==> src/common/gpe_params.svh <==
`ifndef GPE_PARAMS_SVH
`define GPE_PARAMS_SVH

// ****************************************
// Register byte offsets
// ****************************************
`define GPE_OFS_OUT_LO     12'h000
`define GPE_OFS_OUT_HI     12'h004
`define GPE_OFS_RISE_EN    12'h008
`define GPE_OFS_FALL_EN    12'h00C
`define GPE_OFS_OE_LO      12'h010
`define GPE_OFS_OE_HI      12'h014
`define GPE_OFS_IN_LO      12'h018
`define GPE_OFS_IN_HI      12'h01C
`define GPE_OFS_PINSEL_HI  12'h020
`define GPE_OFS_LEVEL_EN   12'h024
`define GPE_OFS_IRQ_STAT   12'h028
`define GPE_OFS_IRQ_MASK   12'h02C
`define GPE_OFS_PAD_BASE   12'h040

// ****************************************
// Field layout and reset values
// ****************************************
`define GPE_PAD_SLEW_BIT   0
`define GPE_PAD_SCHM_BIT   1
`define GPE_PAD_PUEN_BIT   2
`define GPE_PAD_PUP_BIT    3
`define GPE_PAD_DRV_LSB    4
`define GPE_PAD_WIDTH      6
`define GPE_PAD_RST        6'h04
`define GPE_PINSEL_RST     32'h00000000
`define GPE_RESP_OKAY      2'h0
`define GPE_RESP_SLVERR    2'h2

// ****************************************
// Timing
// ****************************************
`define GPE_CLK_PERIOD_NS  10
`define GPE_SYNC_STAGES    3

`endif

==> src/common/gpe_pkg.sv <==
package gpe_pkg;
	typedef enum logic [1:0] {GPE_TRIG_RISE, GPE_TRIG_FALL, GPE_TRIG_BOTH, GPE_TRIG_HIGH} gpe_trig_t;
	typedef enum {GPE_RD_IDLE, GPE_RD_RESP} gpe_rd_state_t;
	typedef enum {GPE_WR_IDLE, GPE_WR_RESP} gpe_wr_state_t;
endpackage

==> src/gpe_port.sv <==
// Design decisions made here: the AXI4-Lite register port and the address map.
`timescale 1ns/1ps
`default_nettype none
`include "gpe_params.svh"

module gpe_port #(
	parameter int N_LINES = 64,
	parameter int N_IRQ   = 8,
	parameter int N_DED   = 16
) (
	// Clock, reset, enable
	input  wire logic                 REF_CLK,
	input  wire logic                 RESETN,
	input  wire logic                 CE,
	// AXI4-Lite write address
	input  wire logic [11:0]          AWADDR,
	input  wire logic                 AWVALID,
	output logic                      AWREADY,
	// AXI4-Lite write data
	input  wire logic [31:0]          WDATA,
	input  wire logic [3:0]           WSTRB,
	input  wire logic                 WVALID,
	output logic                      WREADY,
	// AXI4-Lite write response
	output logic [1:0]                BRESP,
	output logic                      BVALID,
	input  wire logic                 BREADY,
	// AXI4-Lite read
	input  wire logic [11:0]          ARADDR,
	input  wire logic                 ARVALID,
	output logic                      ARREADY,
	output logic [31:0]               RDATA,
	output logic [1:0]                RRESP,
	output logic                      RVALID,
	input  wire logic                 RREADY,
	// Pins
	input  wire logic [N_LINES-1:0]   GPIO_IN,
	output logic [N_LINES-1:0]        GPIO_OUT,
	output logic [N_LINES-1:0]        GPIO_OE,
	// Alternate function mux
	input  wire logic [N_LINES-1:0]   ALT_OUT,
	input  wire logic [N_LINES-1:0]   ALT_OE,
	output logic [N_LINES-1:0]        ALT_IN,
	output logic [N_LINES-1:0]        PIN_SEL_ALT,
	// Pad configuration, packed per pad
	output logic [N_LINES*6-1:0]      PAD_CFG,
	// Interrupts
	output logic                      CPU_INTERRUPT,
	output logic                      POWER_UNIT_INTERRUPT
);
	localparam int PW = `GPE_PAD_WIDTH;

	initial begin
		if (N_LINES != 64 || N_IRQ != 8 || N_DED != 16)
			$error("gpe_port: register map serves only 64 lines, 8 irq, 16 dedicated");
	end

	// ****************************************
	// Input synchroniser
	// ****************************************
	logic [N_LINES-1:0] in_sync;

	gpe_sync #(.WIDTH(N_LINES)) u_sync (
		.clk    (REF_CLK),
		.rst_n  (RESETN),
		.ce     (CE),
		.pin_in (GPIO_IN),
		.level  (in_sync)
	);

	// ****************************************
	// Register state
	// ****************************************
	logic [N_LINES-1:0] out_r, out_nxt;
	logic [N_LINES-1:0] oe_r, oe_nxt;
	logic [31:0]        sel_r, sel_nxt;
	logic [N_IRQ-1:0]   rise_r, rise_nxt;
	logic [N_IRQ-1:0]   fall_r, fall_nxt;
	logic [N_IRQ-1:0]   lvl_r, lvl_nxt;
	logic [N_IRQ-1:0]   stat_r, stat_nxt;
	logic [N_IRQ-1:0]   mask_r, mask_nxt;
	logic [N_IRQ-1:0]   prev_r, prev_nxt;
	logic [PW-1:0]      pad_r [N_LINES];
	logic [PW-1:0]      pad_nxt [N_LINES];

	// Bus state
	gpe_pkg::gpe_wr_state_t wst_r, wst_nxt;
	gpe_pkg::gpe_rd_state_t rst_r, rst_nxt;
	logic [11:0] awa_r, awa_nxt;
	logic        awv_r, awv_nxt;
	logic [31:0] wd_r, wd_nxt;
	logic [3:0]  ws_r, ws_nxt;
	logic        wv_r, wv_nxt;
	logic [1:0]  bresp_r, bresp_nxt;
	logic [31:0] rdata_r, rdata_nxt;
	logic [1:0]  rresp_r, rresp_nxt;

	function automatic logic [31:0] merge(input logic [31:0] old, input logic [31:0] d,
		input logic [3:0] s);
		logic [31:0] r;
		r = old;
		for (int i = 0; i < 4; i++) begin
			if (s[i]) r[i*8 +: 8] = d[i*8 +: 8];
		end
		return r;
	endfunction

	function automatic logic is_pad(input logic [11:0] a);
		return (a >= `GPE_OFS_PAD_BASE) && (a < `GPE_OFS_PAD_BASE + 12'h100);
	endfunction

	// Pad words start at the base, not at zero, so rebase before indexing
	function automatic logic [5:0] pad_idx(input logic [11:0] a);
		logic [11:0] off;
		off = a - `GPE_OFS_PAD_BASE;
		return off[7:2];
	endfunction

	// ****************************************
	// Edge and level detection
	// ****************************************
	logic [N_IRQ-1:0] rise_ev, fall_ev, ev;
	logic [N_IRQ-1:0] cur;
	assign cur     = in_sync[N_IRQ-1:0];
	assign rise_ev = cur & ~prev_r & rise_r;
	assign fall_ev = ~cur & prev_r & fall_r;
	assign ev      = rise_ev | fall_ev | (cur & lvl_r);

	// ****************************************
	// Bus handshakes
	// ****************************************
	logic wr_go, rd_go, stat_rd;
	assign AWREADY = (wst_r == gpe_pkg::GPE_WR_IDLE) && !awv_r;
	assign WREADY  = (wst_r == gpe_pkg::GPE_WR_IDLE) && !wv_r;
	assign ARREADY = (rst_r == gpe_pkg::GPE_RD_IDLE);
	assign wr_go   = awv_r && wv_r && (wst_r == gpe_pkg::GPE_WR_IDLE);
	assign rd_go   = ARVALID && ARREADY;
	assign stat_rd = rd_go && (ARADDR == `GPE_OFS_IRQ_STAT);

	always_comb begin
		wst_nxt   = wst_r;
		awa_nxt   = awa_r;
		awv_nxt   = awv_r;
		wd_nxt    = wd_r;
		ws_nxt    = ws_r;
		wv_nxt    = wv_r;
		bresp_nxt = bresp_r;
		out_nxt   = out_r;
		oe_nxt    = oe_r;
		sel_nxt   = sel_r;
		rise_nxt  = rise_r;
		fall_nxt  = fall_r;
		lvl_nxt   = lvl_r;
		mask_nxt  = mask_r;
		pad_nxt   = pad_r;
		if (AWVALID && AWREADY) begin
			awa_nxt = AWADDR;
			awv_nxt = 1'b1;
		end
		if (WVALID && WREADY) begin
			wd_nxt = WDATA;
			ws_nxt = WSTRB;
			wv_nxt = 1'b1;
		end
		case (wst_r)
			gpe_pkg::GPE_WR_IDLE: begin
				if (wr_go) begin
					awv_nxt   = 1'b0;
					wv_nxt    = 1'b0;
					wst_nxt   = gpe_pkg::GPE_WR_RESP;
					bresp_nxt = `GPE_RESP_OKAY;
					if (awa_r == `GPE_OFS_OUT_LO) begin
						out_nxt[31:0] = merge(out_r[31:0], wd_r, ws_r);
					end else if (awa_r == `GPE_OFS_OUT_HI) begin
						out_nxt[63:32] = merge(out_r[63:32], wd_r, ws_r);
					end else if (awa_r == `GPE_OFS_OE_LO) begin
						oe_nxt[31:0] = merge(oe_r[31:0], wd_r, ws_r);
					end else if (awa_r == `GPE_OFS_OE_HI) begin
						oe_nxt[63:32] = merge(oe_r[63:32], wd_r, ws_r);
					end else if (awa_r == `GPE_OFS_PINSEL_HI) begin
						sel_nxt = merge(sel_r, wd_r, ws_r);
					end else if (awa_r == `GPE_OFS_RISE_EN) begin
						if (ws_r[0]) rise_nxt = wd_r[N_IRQ-1:0];
					end else if (awa_r == `GPE_OFS_FALL_EN) begin
						if (ws_r[0]) fall_nxt = wd_r[N_IRQ-1:0];
					end else if (awa_r == `GPE_OFS_LEVEL_EN) begin
						if (ws_r[0]) lvl_nxt = wd_r[N_IRQ-1:0];
					end else if (awa_r == `GPE_OFS_IRQ_MASK) begin
						if (ws_r[0]) mask_nxt = wd_r[N_IRQ-1:0];
					end else if (awa_r == `GPE_OFS_IRQ_STAT || awa_r == `GPE_OFS_IN_LO ||
						awa_r == `GPE_OFS_IN_HI) begin
						bresp_nxt = `GPE_RESP_OKAY;
					end else if (is_pad(awa_r)) begin
						if (ws_r[0]) pad_nxt[pad_idx(awa_r)] = wd_r[PW-1:0];
					end else begin
						bresp_nxt = `GPE_RESP_SLVERR;
					end
				end
			end
			gpe_pkg::GPE_WR_RESP: begin
				if (BREADY) wst_nxt = gpe_pkg::GPE_WR_IDLE;
			end
			default: wst_nxt = gpe_pkg::GPE_WR_IDLE;
		endcase
	end

	// ****************************************
	// Read path
	// ****************************************
	always_comb begin
		rst_nxt   = rst_r;
		rdata_nxt = rdata_r;
		rresp_nxt = rresp_r;
		case (rst_r)
			gpe_pkg::GPE_RD_IDLE: begin
				if (rd_go) begin
					rst_nxt   = gpe_pkg::GPE_RD_RESP;
					rresp_nxt = `GPE_RESP_OKAY;
					rdata_nxt = 32'h00000000;
					if (ARADDR == `GPE_OFS_OUT_LO) begin
						rdata_nxt = out_r[31:0];
					end else if (ARADDR == `GPE_OFS_OUT_HI) begin
						rdata_nxt = out_r[63:32];
					end else if (ARADDR == `GPE_OFS_OE_LO) begin
						rdata_nxt = oe_r[31:0];
					end else if (ARADDR == `GPE_OFS_OE_HI) begin
						rdata_nxt = oe_r[63:32];
					end else if (ARADDR == `GPE_OFS_IN_LO) begin
						rdata_nxt = in_sync[31:0];
					end else if (ARADDR == `GPE_OFS_IN_HI) begin
						rdata_nxt = in_sync[63:32];
					end else if (ARADDR == `GPE_OFS_PINSEL_HI) begin
						rdata_nxt = sel_r;
					end else if (ARADDR == `GPE_OFS_RISE_EN) begin
						rdata_nxt[N_IRQ-1:0] = rise_r;
					end else if (ARADDR == `GPE_OFS_FALL_EN) begin
						rdata_nxt[N_IRQ-1:0] = fall_r;
					end else if (ARADDR == `GPE_OFS_LEVEL_EN) begin
						rdata_nxt[N_IRQ-1:0] = lvl_r;
					end else if (ARADDR == `GPE_OFS_IRQ_STAT) begin
						rdata_nxt[N_IRQ-1:0] = stat_r;
					end else if (ARADDR == `GPE_OFS_IRQ_MASK) begin
						rdata_nxt[N_IRQ-1:0] = mask_r;
					end else if (is_pad(ARADDR)) begin
						rdata_nxt[PW-1:0] = pad_r[pad_idx(ARADDR)];
					end else begin
						rresp_nxt = `GPE_RESP_SLVERR;
					end
				end
			end
			gpe_pkg::GPE_RD_RESP: begin
				if (RREADY) rst_nxt = gpe_pkg::GPE_RD_IDLE;
			end
			default: rst_nxt = gpe_pkg::GPE_RD_IDLE;
		endcase
	end

	// ****************************************
	// Interrupt status
	// ****************************************
	// A new event in the cycle of the clearing read stays set
	always_comb begin
		prev_nxt = cur;
		stat_nxt = stat_r;
		if (stat_rd) stat_nxt = '0;
		stat_nxt = stat_nxt | ev;
	end

	// ****************************************
	// Registers
	// ****************************************
	always_ff @(posedge REF_CLK or negedge RESETN) begin
		if (!RESETN) begin
			wst_r   <= gpe_pkg::GPE_WR_IDLE;
			rst_r   <= gpe_pkg::GPE_RD_IDLE;
			awa_r   <= 12'h000;
			awv_r   <= 1'b0;
			wd_r    <= 32'h00000000;
			ws_r    <= 4'h0;
			wv_r    <= 1'b0;
			bresp_r <= 2'h0;
			rdata_r <= 32'h00000000;
			rresp_r <= 2'h0;
			out_r   <= '0;
			oe_r    <= '0;
			sel_r   <= `GPE_PINSEL_RST;
			rise_r  <= '0;
			fall_r  <= '0;
			lvl_r   <= '0;
			stat_r  <= '0;
			mask_r  <= '0;
			prev_r  <= '0;
			for (int i = 0; i < N_LINES; i++) pad_r[i] <= `GPE_PAD_RST;
		end else if (CE) begin
			wst_r   <= wst_nxt;
			rst_r   <= rst_nxt;
			awa_r   <= awa_nxt;
			awv_r   <= awv_nxt;
			wd_r    <= wd_nxt;
			ws_r    <= ws_nxt;
			wv_r    <= wv_nxt;
			bresp_r <= bresp_nxt;
			rdata_r <= rdata_nxt;
			rresp_r <= rresp_nxt;
			out_r   <= out_nxt;
			oe_r    <= oe_nxt;
			sel_r   <= sel_nxt;
			rise_r  <= rise_nxt;
			fall_r  <= fall_nxt;
			lvl_r   <= lvl_nxt;
			stat_r  <= stat_nxt;
			mask_r  <= mask_nxt;
			prev_r  <= prev_nxt;
			pad_r   <= pad_nxt;
		end
	end

	// ****************************************
	// Outputs
	// ****************************************
	logic [N_LINES-1:0] alt_sel;
	// Dedicated lines can never be handed to an alternate function
	// The select word is 32 bits, so only lines 16 to 47 can be handed over
	assign alt_sel = {{(N_LINES-N_DED-32){1'b0}}, sel_r, {N_DED{1'b0}}};

	assign GPIO_OUT    = (alt_sel & ALT_OUT) | (~alt_sel & out_r);
	assign GPIO_OE     = (alt_sel & ALT_OE) | (~alt_sel & oe_r);
	assign ALT_IN      = alt_sel & in_sync;
	assign PIN_SEL_ALT = alt_sel;

	genvar g;
	generate
		for (g = 0; g < N_LINES; g++) begin : g_pad
			assign PAD_CFG[g*PW +: PW] = pad_r[g];
		end
	endgenerate

	assign CPU_INTERRUPT        = |(stat_r & mask_r);
	assign POWER_UNIT_INTERRUPT = |(stat_r & mask_r);

	assign BVALID = (wst_r == gpe_pkg::GPE_WR_RESP);
	assign BRESP  = bresp_r;
	assign RVALID = (rst_r == gpe_pkg::GPE_RD_RESP);
	assign RDATA  = rdata_r;
	assign RRESP  = rresp_r;
endmodule

`default_nettype wire

==> src/gpe_sync.sv <==
`timescale 1ns/1ps
`default_nettype none
`include "gpe_params.svh"

module gpe_sync #(
	parameter int WIDTH = 64
) (
	// Clock and reset
	input  wire logic             clk,
	input  wire logic             rst_n,
	input  wire logic             ce,
	// Pin side
	input  wire logic [WIDTH-1:0] pin_in,
	// Clean side
	output logic      [WIDTH-1:0] level
);
	logic [WIDTH-1:0] s1_r, s2_r, s3_r, level_r;
	logic [WIDTH-1:0] s1_nxt, s2_nxt, s3_nxt, level_nxt;

	initial begin
		if (WIDTH < 1) $error("gpe_sync: WIDTH must be positive");
	end

	// A change is accepted once the second and third stages agree
	always_comb begin
		s1_nxt    = s1_r;
		s2_nxt    = s2_r;
		s3_nxt    = s3_r;
		level_nxt = level_r;
		if (ce) begin
			s1_nxt    = pin_in;
			s2_nxt    = s1_r;
			s3_nxt    = s2_r;
			level_nxt = (s2_r & s3_r) | (level_r & (s2_r | s3_r));
		end
	end

	always_ff @(posedge clk or negedge rst_n) begin
		if (!rst_n) begin
			s1_r    <= '0;
			s2_r    <= '0;
			s3_r    <= '0;
			level_r <= '0;
		end else begin
			s1_r    <= s1_nxt;
			s2_r    <= s2_nxt;
			s3_r    <= s3_nxt;
			level_r <= level_nxt;
		end
	end

	assign level = level_r;
endmodule

`default_nettype wire

==> config.mk <==
export PLATFORM = sky130hd
export DESIGN_NAME = gpe_port
export DESIGN_NICKNAME = d
export VERILOG_FILES = /design/src/common/gpe_pkg.sv /design/src/gpe_port.sv /design/src/gpe_sync.sv
export VERILOG_INCLUDE_DIRS = /design/src /design/src/common
export SDC_FILE = /design/constraint.sdc
export NUM_CORES = 1
export LEC_CHECK = 0
export BUFFER_PORTS_ARGS = -buffer_cell sky130_fd_sc_hd__buf_4
export CORE_AREA = 2 2 366 368
export DETAILED_ROUTE_END_ITERATION = 7
export DIE_AREA = 0 0 368 370
export SKIP_LAST_GASP = 1
export SLEW_MARGIN = 20
export SYNTH_ARGS = -nofsm -noshare
export SYNTH_HDL_FRONTEND = slang
export SYNTH_SLANG_ARGS = --single-unit
==> constraint.sdc <==
create_clock -name REF_CLK -period 2.7 [get_ports REF_CLK]
set_input_delay 0.135 -clock REF_CLK [delete_from_list [all_inputs] [get_ports REF_CLK]]
set_output_delay 0.135 -clock REF_CLK [all_outputs]
set_load 0.05 [all_outputs]
# Yosys cells after proc, flatten, opt, wreduce, memory -nomap -nowiden
# Index checks and enable logic that the tools add are counted.
totals:
  ff_bits: 998
  elab_cells: 289
  output_inout_bits: 683
  in_bits: 260
classes:
  n_eq_ne: 30
  muxes: 58
  n_lt_le_gt_ge: 7
  add_sub_neg: 2
  n_reduce_logical: 53
  bitwise_logic: 35
ops:
  columns: ["operator", "count"]
  rows:
  - ["$bwmux 384", 1]
  - ["$mux 32", 10]
  - ["$and 64x64->64", 4]
  - ["$or 64x64->64", 4]
  - ["$and 48x64->64", 3]
  - ["$logic_not 32->1", 4]
  - ["$pmux 32 s2", 2]
  - ["$eq 12x5->1 const B", 8]
  - ["$eq 12x6->1 const B", 8]
  - ["$eq 32x1->1 const B", 2]
  - ["$eq 32x2->1 const B", 2]
  - ["$not 48->64", 1]
  - ["$mux 2", 25]
  - ["$and 8x8->8", 6]
  - ["$eq 12x4->1 const B", 4]
  - ["$mux 8", 6]
  - ["$bmux 6 s6", 1]
  - ["$demux 6 s6", 1]
  - ["$reduce_and 9->1", 4]
  - ["$reduce_and 8->1", 4]
  - ["$mux 6", 5]
  - ["$reduce_and 7->1", 4]
  - ["$eq 12x3->1 const B", 2]
  - ["$ge 12x7->1 const B", 2]
  - ["25 further kinds", 72]

# Depth between registers and ports, before layout
# Gate-level depths: netlist (run 1).
logic_depth:
  depth_word: 18
  ltp_mapped: 12
  ltp_nobuf: 8

# Hierarchy
# From an unflattened synthesis (run 1), not the netlist that was laid out.
hier_totals:
  hier_cells: 3147
  hier_area_um2: 43081.3
by_module_without_submodules:
  columns: ["mod", "n_inst", "seq_area_each_um2", "area_per_inst_um2", "cells_each"]
  rows:
  - ["gpe_port", 1, 17046.3, 32851.5, 2472]
  - ["gpe_sync", 1, 6406.1, 10229.8, 675]

# Least setup slack after synthesis (run 1)
# OpenSTA, ideal clock, no wires.
synth_path:
  path_type: "register to register"
  startpoint: "reg wst_r[0]"
  endpoint: "reg pad_r (netlist bit PAD_CFG[48])"
  arrival_ns: 2.670
  n_path_buf: 2
  setup_slack_ns: -0.095
  setup_ns: 0.125
  period_less_slack_ns: 2.795
  required_time_ns: 2.575
  stages_incl_launch_ff: 9
  path_cell_list: "dfrtp_1 -> and3b_1 -> buf_4 -> nand3_4 -> or4b_1 -> clkbuf_1 -> nor3b_2 -> nand2_1 -> mux2_2"
synth_between:
  elab_chain_len: 3
  word_cells_on_any_way: 4
  classes_between: "reduce/logical (4)"
synth_lines:
  columns: ["item", "line", "source"]
  rows:
  - ["start: declaration", "gpe_port.sv:87", "gpe_pkg::gpe_wr_state_t wst_r, wst_nxt;"]
  - ["start signal: assignment", "gpe_port.sv:274", "wst_r <= gpe_pkg::GPE_WR_IDLE;"]
  - ["start signal: assignment", "gpe_port.sv:295", "wst_r <= wst_nxt;"]
  - ["$logic_not 32->1", "gpe_port.sv:136", "assign wr_go = awv_r && wv_r && (wst_r == gpe_pkg::GPE_WR_IDLE);"]
  - ["$logic_and 1x1->1", "gpe_port.sv:136", null]
  - ["$reduce_and 15->1 (no source line) (*)", null, null]
  - ["end signal: assignment", "gpe_port.sv:314", "pad_r <= pad_nxt;"]
  - ["end: declaration", "gpe_port.sv:83", "logic [PW-1:0] pad_r [N_LINES];"]
# Mark *: on every way between the ends. The rest lies on a longest branch, timed or not.
# A chain may end at the register's enable or synchronous reset.

# Worst setup path after layout (run 1)
layout_path:
  startpoint: "reg awa_r[11]"
  endpoint: "reg out_r[40]"
layout_between:
  elab_chain_len: 3
  word_cells_on_any_way: 4
  classes_between: "eq/ne (1); bitwise (1); reduce/logical (2)"
layout_lines:
  columns: ["item", "line", "source"]
  rows:
  - ["start: declaration", "gpe_port.sv:89", "logic [11:0] awa_r, awa_nxt;"]
  - ["start signal: assignment", "gpe_port.sv:297", "awa_r <= awa_nxt;"]
  - ["$logic_not 12->1 (no source line)", null, null]
  - ["$not 1->1 (no source line)", null, null]
  - ["$reduce_and 6->1 (no source line) (*)", null, null]
  - ["end signal: assignment", "gpe_port.sv:305", "out_r <= out_nxt;"]
  - ["end: declaration", "gpe_port.sv:74", "logic [N_LINES-1:0] out_r, out_nxt;"]
# Marked as above.

==> run summary, run 1 <==
number of global-route vias before repair - 33,632
Worst VDD drop - 0.00112 V
maximum number of pins on one net before global-route repair - 192
synth-to-layout area growth - 32.9%
LEAKAGE - 27.3 nW
latest clock arrival within the worst-skew pair - 0.73 ns
fmax - 378 MHz
Nets - 4,672
critical path capture point type - flip-flop
clk slew on worst S/H paths - 0.06 ns
Final WS setup - 0.0539 ns
CTS max path bufs - 3
Initial Utilization - 0.327
via/cell ratio - 5.39
max-slew violation count - 0
worst-path fanout max - 8
area of the multi-input gates - 0.0182 mm²
post-DP HPWL - 148,000 µm
Die H - 370 µm
CTS buffer count - 104
Die ar. - 0.136 mm²
initial antenna violation count - 38
Worst Hold Margin - 0.0389 ns
DRT Pass-1 Iters - 7
Crit Path Category - reg -> reg
DR WL/cell - 30.9 µm
# rows - 134
DR vias - 33,813
RSZ-0062 raised after global routing - yes
Reg2Reg Depth - 9
Post-synth EDFFs - 0
relative slew slack - 0.256
H-tree depth reported by CTS - 3
worst hold path class - in -> async
flops & latches, synth - 934
status - completed
total grt overflow - 0
Critical R2R Capture - out_r[40]$_DFFE_PN0P_
PD cells - 689 mW/mm²
Setup Skew - 0.0511 ns
library cells used by synthesis - 71
DRT Wirelength - 194,000 µm
Register Area - 0.0235 mm²
Post-Place Setup Slack - -0.139 ns
core box area - 0.132 mm²
Initial DRC Count - 2,969
share of cells above drive strength 1 - 0.510
DRT antenna net count - 0
Max-cap violations - 0
ys flop type - dfrtp_1
Syn Area/Cell - 12.8 µm²
WP data arrival - 3.23 ns
Seq/Total Area, Yosys - 0.541
routability cong. - 0.922
Yosys warning count - 0
final worst path period share - 0.980
Post-Syn Instances - 3,380
post-layout min period - 2.65 ns
Residual DRC - 0
CTS Sinks - 934
GR Util All Layers - 0.277
CTS tree - built
global-route wire length before repair - 267,000 µm
Finish-stage setup viols - 0
port bufs - 812
io pins - 943
worst slew pin tran - 1.12 ns
Die Wd - 368 µm
# fillers - 12,430
async set-reset flop share out of synthesis - 1.00
r2r setup slk - 0.05 ns
Worst EP required - 3.28 ns
final hold violation count - 0
CTS Root Cell - clkbuf_16
Critical R2R Launch - awa_r[11]$_DFFE_PN0P_
Setup Fix Bufs, Post-CTS - 0
Startpoint Class - flip-flop
Post-Syn Area - 0.0433 mm²
## where the power goes
part	total, mW	switching (mW)	internal, mW
sequential	18.0	2.59	15.4
clock	14.8	6.17	8.66
combinational	6.81	4.34	2.47
total	39.7	13.1	26.6
## sequential cells by signal (all words and copies together) (netlist names), 64 cells and up
register / count
PAD_CFG: 384
oe_r: 64
out_r: 64
u_sync.level: 64
u_sync.s1_r: 64
u_sync.s2_r: 64
u_sync.s3_r: 64
## layout make-up
type                       instances  share of cell area
clock inverter                    42             0.00796
inverter                          76             0.00496
timing repair buffer            1187               0.170
tap                             1768              0.0384
clock buffer                     154              0.0541
multi-input combinational       2107               0.316
antenna                            7            0.000304
sequential                       934               0.408
## critical path: stages, from the launching register on
cell and delay [ns]:
dfrtp_1 0.38, or3_4 0.41, or4_4 0.44, nor2_1 0.12, buf_4 0.13, nand3_1 0.16, buf_6 0.20, nor2_4 0.14
buf_12 0.16, mux2_2 0.34
## placed cells by master (no fill, tap or decap), types with 12 or more instances in the layout
cell / synthesis / routed
buf_4: 135 / 1015
or3_1: 13 / 12
dlygate4sd3_1: 0 / 124
inv_1: 75 / 74
clkbuf_8: 0 / 26
o21ai_0: 245 / 245
clkbuf_16: 0 / 107
a221oi_1: 12 / 12
dfstp_2: 64 / 64
a211oi_1: 17 / 17
nand3_1: 35 / 33
mux2_2: 849 / 849
nor2_1: 76 / 75
nand2_1: 183 / 183
clkinv_2: 0 / 25
and2_1: 38 / 38
nor2b_1: 22 / 20
conb_1: 1 / 66
a22oi_1: 61 / 61
o221ai_1: 21 / 21
o21a_1: 13 / 13
mux4_2: 74 / 74
a21o_1: 15 / 15
nand4_1: 13 / 13
clkbuf_1: 167 / 21
nor3_1: 19 / 15
buf_12: 0 / 44
a222oi_1: 13 / 13
dfrtp_1: 870 / 863
o211ai_1: 14 / 14
a22o_1: 19 / 19
a21oi_1: 112 / 112
mux2i_1: 38 / 38
nor2_2: 14 / 13
## synthesized netlist by cell type (8+ instances only)
| cell type | number | area share |
|---|---|---|
| a211oi_1 | 17 | 0.0029 |
| a21o_1 | 15 | 0.0026 |
| a21oi_1 | 112 | 0.013 |
| a221oi_1 | 12 | 0.0024 |
| a222oi_1 | 13 | 0.0030 |
| a22o_1 | 19 | 0.0038 |
| a22oi_1 | 61 | 0.011 |
| a31oi_1 | 10 | 0.0014 |
| and2_1 | 38 | 0.0055 |
| buf_1 | 8 | 0.00069 |
| buf_2 | 18 | 0.0021 |
| buf_4 | 135 | 0.023 |
| clkbuf_1 | 167 | 0.014 |
| dfrtp_1 | 870 | 0.50 |
| dfstp_2 | 64 | 0.039 |
| inv_1 | 75 | 0.0065 |
| mux2_2 | 849 | 0.22 |
| mux2i_1 | 38 | 0.0088 |
| mux4_2 | 74 | 0.038 |
| nand2_1 | 183 | 0.016 |
| nand3_1 | 35 | 0.0040 |
| nand4_1 | 13 | 0.0019 |
| nor2_1 | 76 | 0.0066 |
| nor2_2 | 14 | 0.0020 |
| nor2b_1 | 22 | 0.0032 |
| nor3_1 | 19 | 0.0022 |
| nor4_1 | 10 | 0.0014 |
| o211ai_1 | 14 | 0.0024 |
| o21a_1 | 13 | 0.0023 |
| o21ai_0 | 245 | 0.028 |
| o221ai_1 | 21 | 0.0042 |
| or3_1 | 13 | 0.0019 |
## cell families after synthesis
logic type / Yosys count / share of synthesized area
simple gates: 486 / 0.0578
other cells: 1 / 0.0000866
xor+xnor: 1 / 0.000202
fa+ha+maj: 2 / 0.000577
flops: 934 / 0.541
buf+inv: 404 / 0.0472
compound gates: 590 / 0.0846
mux: 962 / 0.268
## through the flow
stage | setup TNS, ns | instance area (µm²) | cells | utilization | total power, mW
floorplan | 0 | 43600 | 3445 | - | 20.8
global placement | -5.42 | 52700 | 5948 | 0.398 | 24.7
detailed placement | -6.62 | 52700 | 5948 | 0.398 | 24.8
CTS | 0 | 57500 | 6268 | 0.434 | 39.8
global route | -0.00132 | 57600 | 6273 | 0.435 | 41.0
finish | 0 | 57600 | 6275 | 0.435 | 39.7
## how the worst max path moves through the flow
stage / start / end / slack [ns] / cells after the start
finish: awa_r[11]$_DFFE_PN0P_ / out_r[40]$_DFFE_PN0P_ / 0.05 / 9
global route: awa_r[11]$_DFFE_PN0P_ / out_r[46]$_DFFE_PN0P_ / -0.001 / 9
CTS: awa_r[11]$_DFFE_PN0P_ / oe_r[16]$_DFFE_PN0P_ / 0.004 / 7
detailed placement: awa_r[9]$_DFFE_PN0P_ / PAD_CFG[144]$_DFFE_PN0P_ / -0.14 / 6
global placement: awa_r[9]$_DFFE_PN0P_ / PAD_CFG[148]$_DFFE_PN0P_ / -0.12 / 6
floorplan: wst_r[0]$_DFFE_PN0P_ / PAD_CFG[48]$_DFFE_PN0P_ / 0.02 / 8
## routing by layer
metal / wire, µm / part of all wire / up-vias / GRT usage
met4: 8760 / 0.045 / 12 / 0.110
met1: 74500 / 0.38 / 17577 / 0.333
li1: - / - / 14259 / -
met5: 72 / 0.00037 / - / 0
met3: 16300 / 0.084 / 366 / 0.0784
met2: 94100 / 0.49 / 1599 / 0.468
## repair_timing
item                                    4_1_cts  5_1_grt
hold buffers                                124        0
hold endpoints to repair                    225        0
gates resized for setup                       4        5
endpoints found under the setup margin      142       59
pin swaps                                     0        0
(Power assumes the default switching activity.)
==> inputs of run 2 (changes only) <==
==> constraint.sdc (replaced) <==
create_clock -name REF_CLK -period 3.05 [get_ports REF_CLK]
set_input_delay 0.1525 -clock REF_CLK [delete_from_list [all_inputs] [get_ports REF_CLK]]
set_output_delay 0.1525 -clock REF_CLK [all_outputs]
set_load 0.05 [all_outputs]
==> run 2 against run 1 <==
Against the previous run: critical path depth down 2; core utilization down 0.40 points; power down 12%; critical path type unchanged; largest cell class unchanged; highest routed layer unchanged.
==> run summary, run 2 (synthesized netlist as in run 1, its figures left out) <==
status - completed
GR Util All Layers - 0.276 (-0.00132)
maximum number of pins on one net before global-route repair - 143 (-26%)
DRT Wirelength - 192,000 µm (-0.89%)
Setup Fix Bufs, Post-CTS - 0 (unchanged)
post-DP HPWL - 145,000 µm (-2.0%)
Die ar. - 0.136 mm² (unchanged)
relative slew slack - 0.280 (+0.0241)
final worst path period share - 0.947 (-0.0331)
io pins - 943 (unchanged)
CTS max path bufs - 3 (unchanged)
Setup Skew - 0.0608 ns (+0.00971 ns)
initial antenna violation count - 40 (+5.3%)
share of cells above drive strength 1 - 0.501 (-0.00843)
Die Wd - 368 µm (unchanged)
clock power share - 0.380 (+0.006)
synth-to-layout area growth - 31.6%
Nets - 4,610 (-1.3%)
Max-cap violations - 0 (unchanged)
non-filler cells, final - 6,210 (-1.0%)
Die H - 370 µm (unchanged)
via/cell ratio - 5.43 (+0.72%)
CTS Sinks - 934 (unchanged)
CTS buffer count - 104 (unchanged)
worst slew pin tran - 1.08 ns (-0.0362 ns)
cell internal pwr - 23.6 mW (-11%)
Post-Place Setup Slack - -0.00806 ns (+0.131 ns)
H-tree depth reported by CTS - 3 (unchanged)
routability cong. - 0.911 (-1.2%)
total grt overflow - 0 (unchanged)
CTS tree - built
RSZ-0062 raised after global routing - no
Worst Hold Margin - 0.135 ns (+0.0965 ns)
DRT Pass-1 Iters - 7 (unchanged)
logic gate share of total power - 0.160 (-0.012)
clk slew on worst S/H paths - 0.06 ns (about the same)
critical path capture point type - flip-flop
DR vias - 33,703 (-0.33%)
DR WL/cell - 30.9 µm (+0.15%)
Net Sw Power - 11.4 mW (-13%)
max reg flops - 384 (unchanged)
fmax - 346 MHz (-8.4%)
Seq pwr share - 0.459 (+0.004)
PD cells - 614 mW/mm² (-11%)
Final WS setup - 0.162 ns (+0.108 ns)
global-route wire length before repair - 266,000 µm (-0.52%)
post-layout min period - 2.89 ns (+0.242 ns)
latest clock arrival within the worst-skew pair - 0.74 ns (about the same)
Initial DRC Count - 3,035 (+2.2%)
worst hold path class - in -> reg
Residual DRC - 0 (unchanged)
Finish-stage setup viols - 0 (unchanged)
commonest non-fill, non-tap cells in the layout - 963 x buf_4, 864 x dfrtp_1, 849 x mux2_2, 245 x o21ai_0, 183 x nand2_1
core box area - 0.132 mm² (unchanged)
worst-path fanout max - 8 (unchanged)
CTS Root Cell - clkbuf_16
DRT antenna net count - 0 (unchanged)
max-slew violation count - 0 (unchanged)
final hold violation count - 0 (unchanged)
WP data arrival - 3.50 ns (+0.27 ns)
LEAKAGE - 27.0 nW (-1.2%)
number of global-route vias before repair - 33,400 (-0.69%)
r2r setup slk - 0.16 ns (+0.11 ns)
Startpoint Class - flip-flop
Sw Ratio - 0.327 (-0.00343)
Crit Path Category - reg -> reg
port bufs - 812 (unchanged)
Worst EP required - 3.66 ns (+0.38 ns)
Worst VDD drop - 0.00104 V (-7.1%)
# rows - 134 (unchanged)
commonest non-fill, non-tap cell in the layout - buf_4
number of placed instances, taps included - 5,887 (-1.0%)
Initial Utilization - 0.327 (unchanged)
==> run 2: changes by cell type in the layout (fill, tap and decap cells not counted), moves of 3 or more <==
cell      change
buf_4        -52
clkinv_2     -10
buf_12        -8
clkbuf_8      +3
clkinv_4      -3
diode_2       +3
==> run 2: worst paths after layout <==
kind | end | cells after the start | from
min in group asynchronous | u_sync.s2_r[0]$_DFFE_PN0P_ | 3 | RESETN
max in group asynchronous | oe_r[11]$_DFFE_PN0P_ | 3 | RESETN
setup / recovery | PAD_CFG[87]$_DFFE_PN0P_ | 7 | wv_r$_DFFE_PN0P_
hold reg to reg | u_sync.level[2]$_DFFE_PN0P_ | 2 | u_sync.s3_r[2]$_DFFE_PN0P_
setup reg to reg | PAD_CFG[87]$_DFFE_PN0P_ | 7 | wv_r$_DFFE_PN0P_
hold / removal | wv_r$_DFFE_PN0P_ | 4 | WVALID
==> run 2: power groups by stage <==
stage          sequential (mW)  clock [mW]  combinational (mW)
2_1_floorplan             15.2           0                3.19
3_3_place_gp              16.2           0                5.37
3_5_place_dp              16.3           0                5.46
4_1_cts                   16.0        13.5                5.65
5_1_grt                   16.3        14.1                6.00
6_report                  16.1        13.3                5.62
==> run 2: cell type report <==
type                       count  area (µm²)
inverter                      76         285
antenna                       10        25.0
tap                         1768        2210
clock buffer                 156        3130
sequential                   934       23500
timing repair buffer        1125        9220
multi-input combinational   2107       18200
fill                       12409       75400
clock inverter                34         500
==> run 2: what timing repair did <==
| action | in CTS | in global routing |
|---|---|---|
| endpoints found under the hold margin | 873 | 0 |
| endpoints found under the setup margin | 0 | 4 |
| resized for setup | 0 | 1 |
| hold buffers | 123 | 0 |
==> run 2: worst max-delay path, stage by stage, from the launching register on <==
cell	delay, ns
dfrtp_1	0.41
and3b_1	0.25
nand3_4	0.16
or4b_1	0.75
nor3b_2	0.25
buf_4	0.19
nand2_1	0.32
mux2_2	0.42
==> run 2: metrics by stage <==
stage	power, mW	area (µm²)	setup TNS, ns	utilization
after CTS	35.2	57000	0	0.430
after global placement	21.6	52100	0	0.394
after detailed placement	21.7	52100	-0.00806	0.394
after global routing	36.3	57000	0	0.430
final	35.0	57000	0	0.431
after floorplan	18.4	43600	0	-
==> run 2: routing by layer <==
metal / up-vias / track usage / share of wire
li1: 14115 / - / -
met3: 372 / 0.0776 / 0.085
met1: 17615 / 0.336 / 0.38
met4: 18 / 0.111 / 0.047
met5: - / 0 / 0.00061
met2: 1583 / 0.460 / 0.48
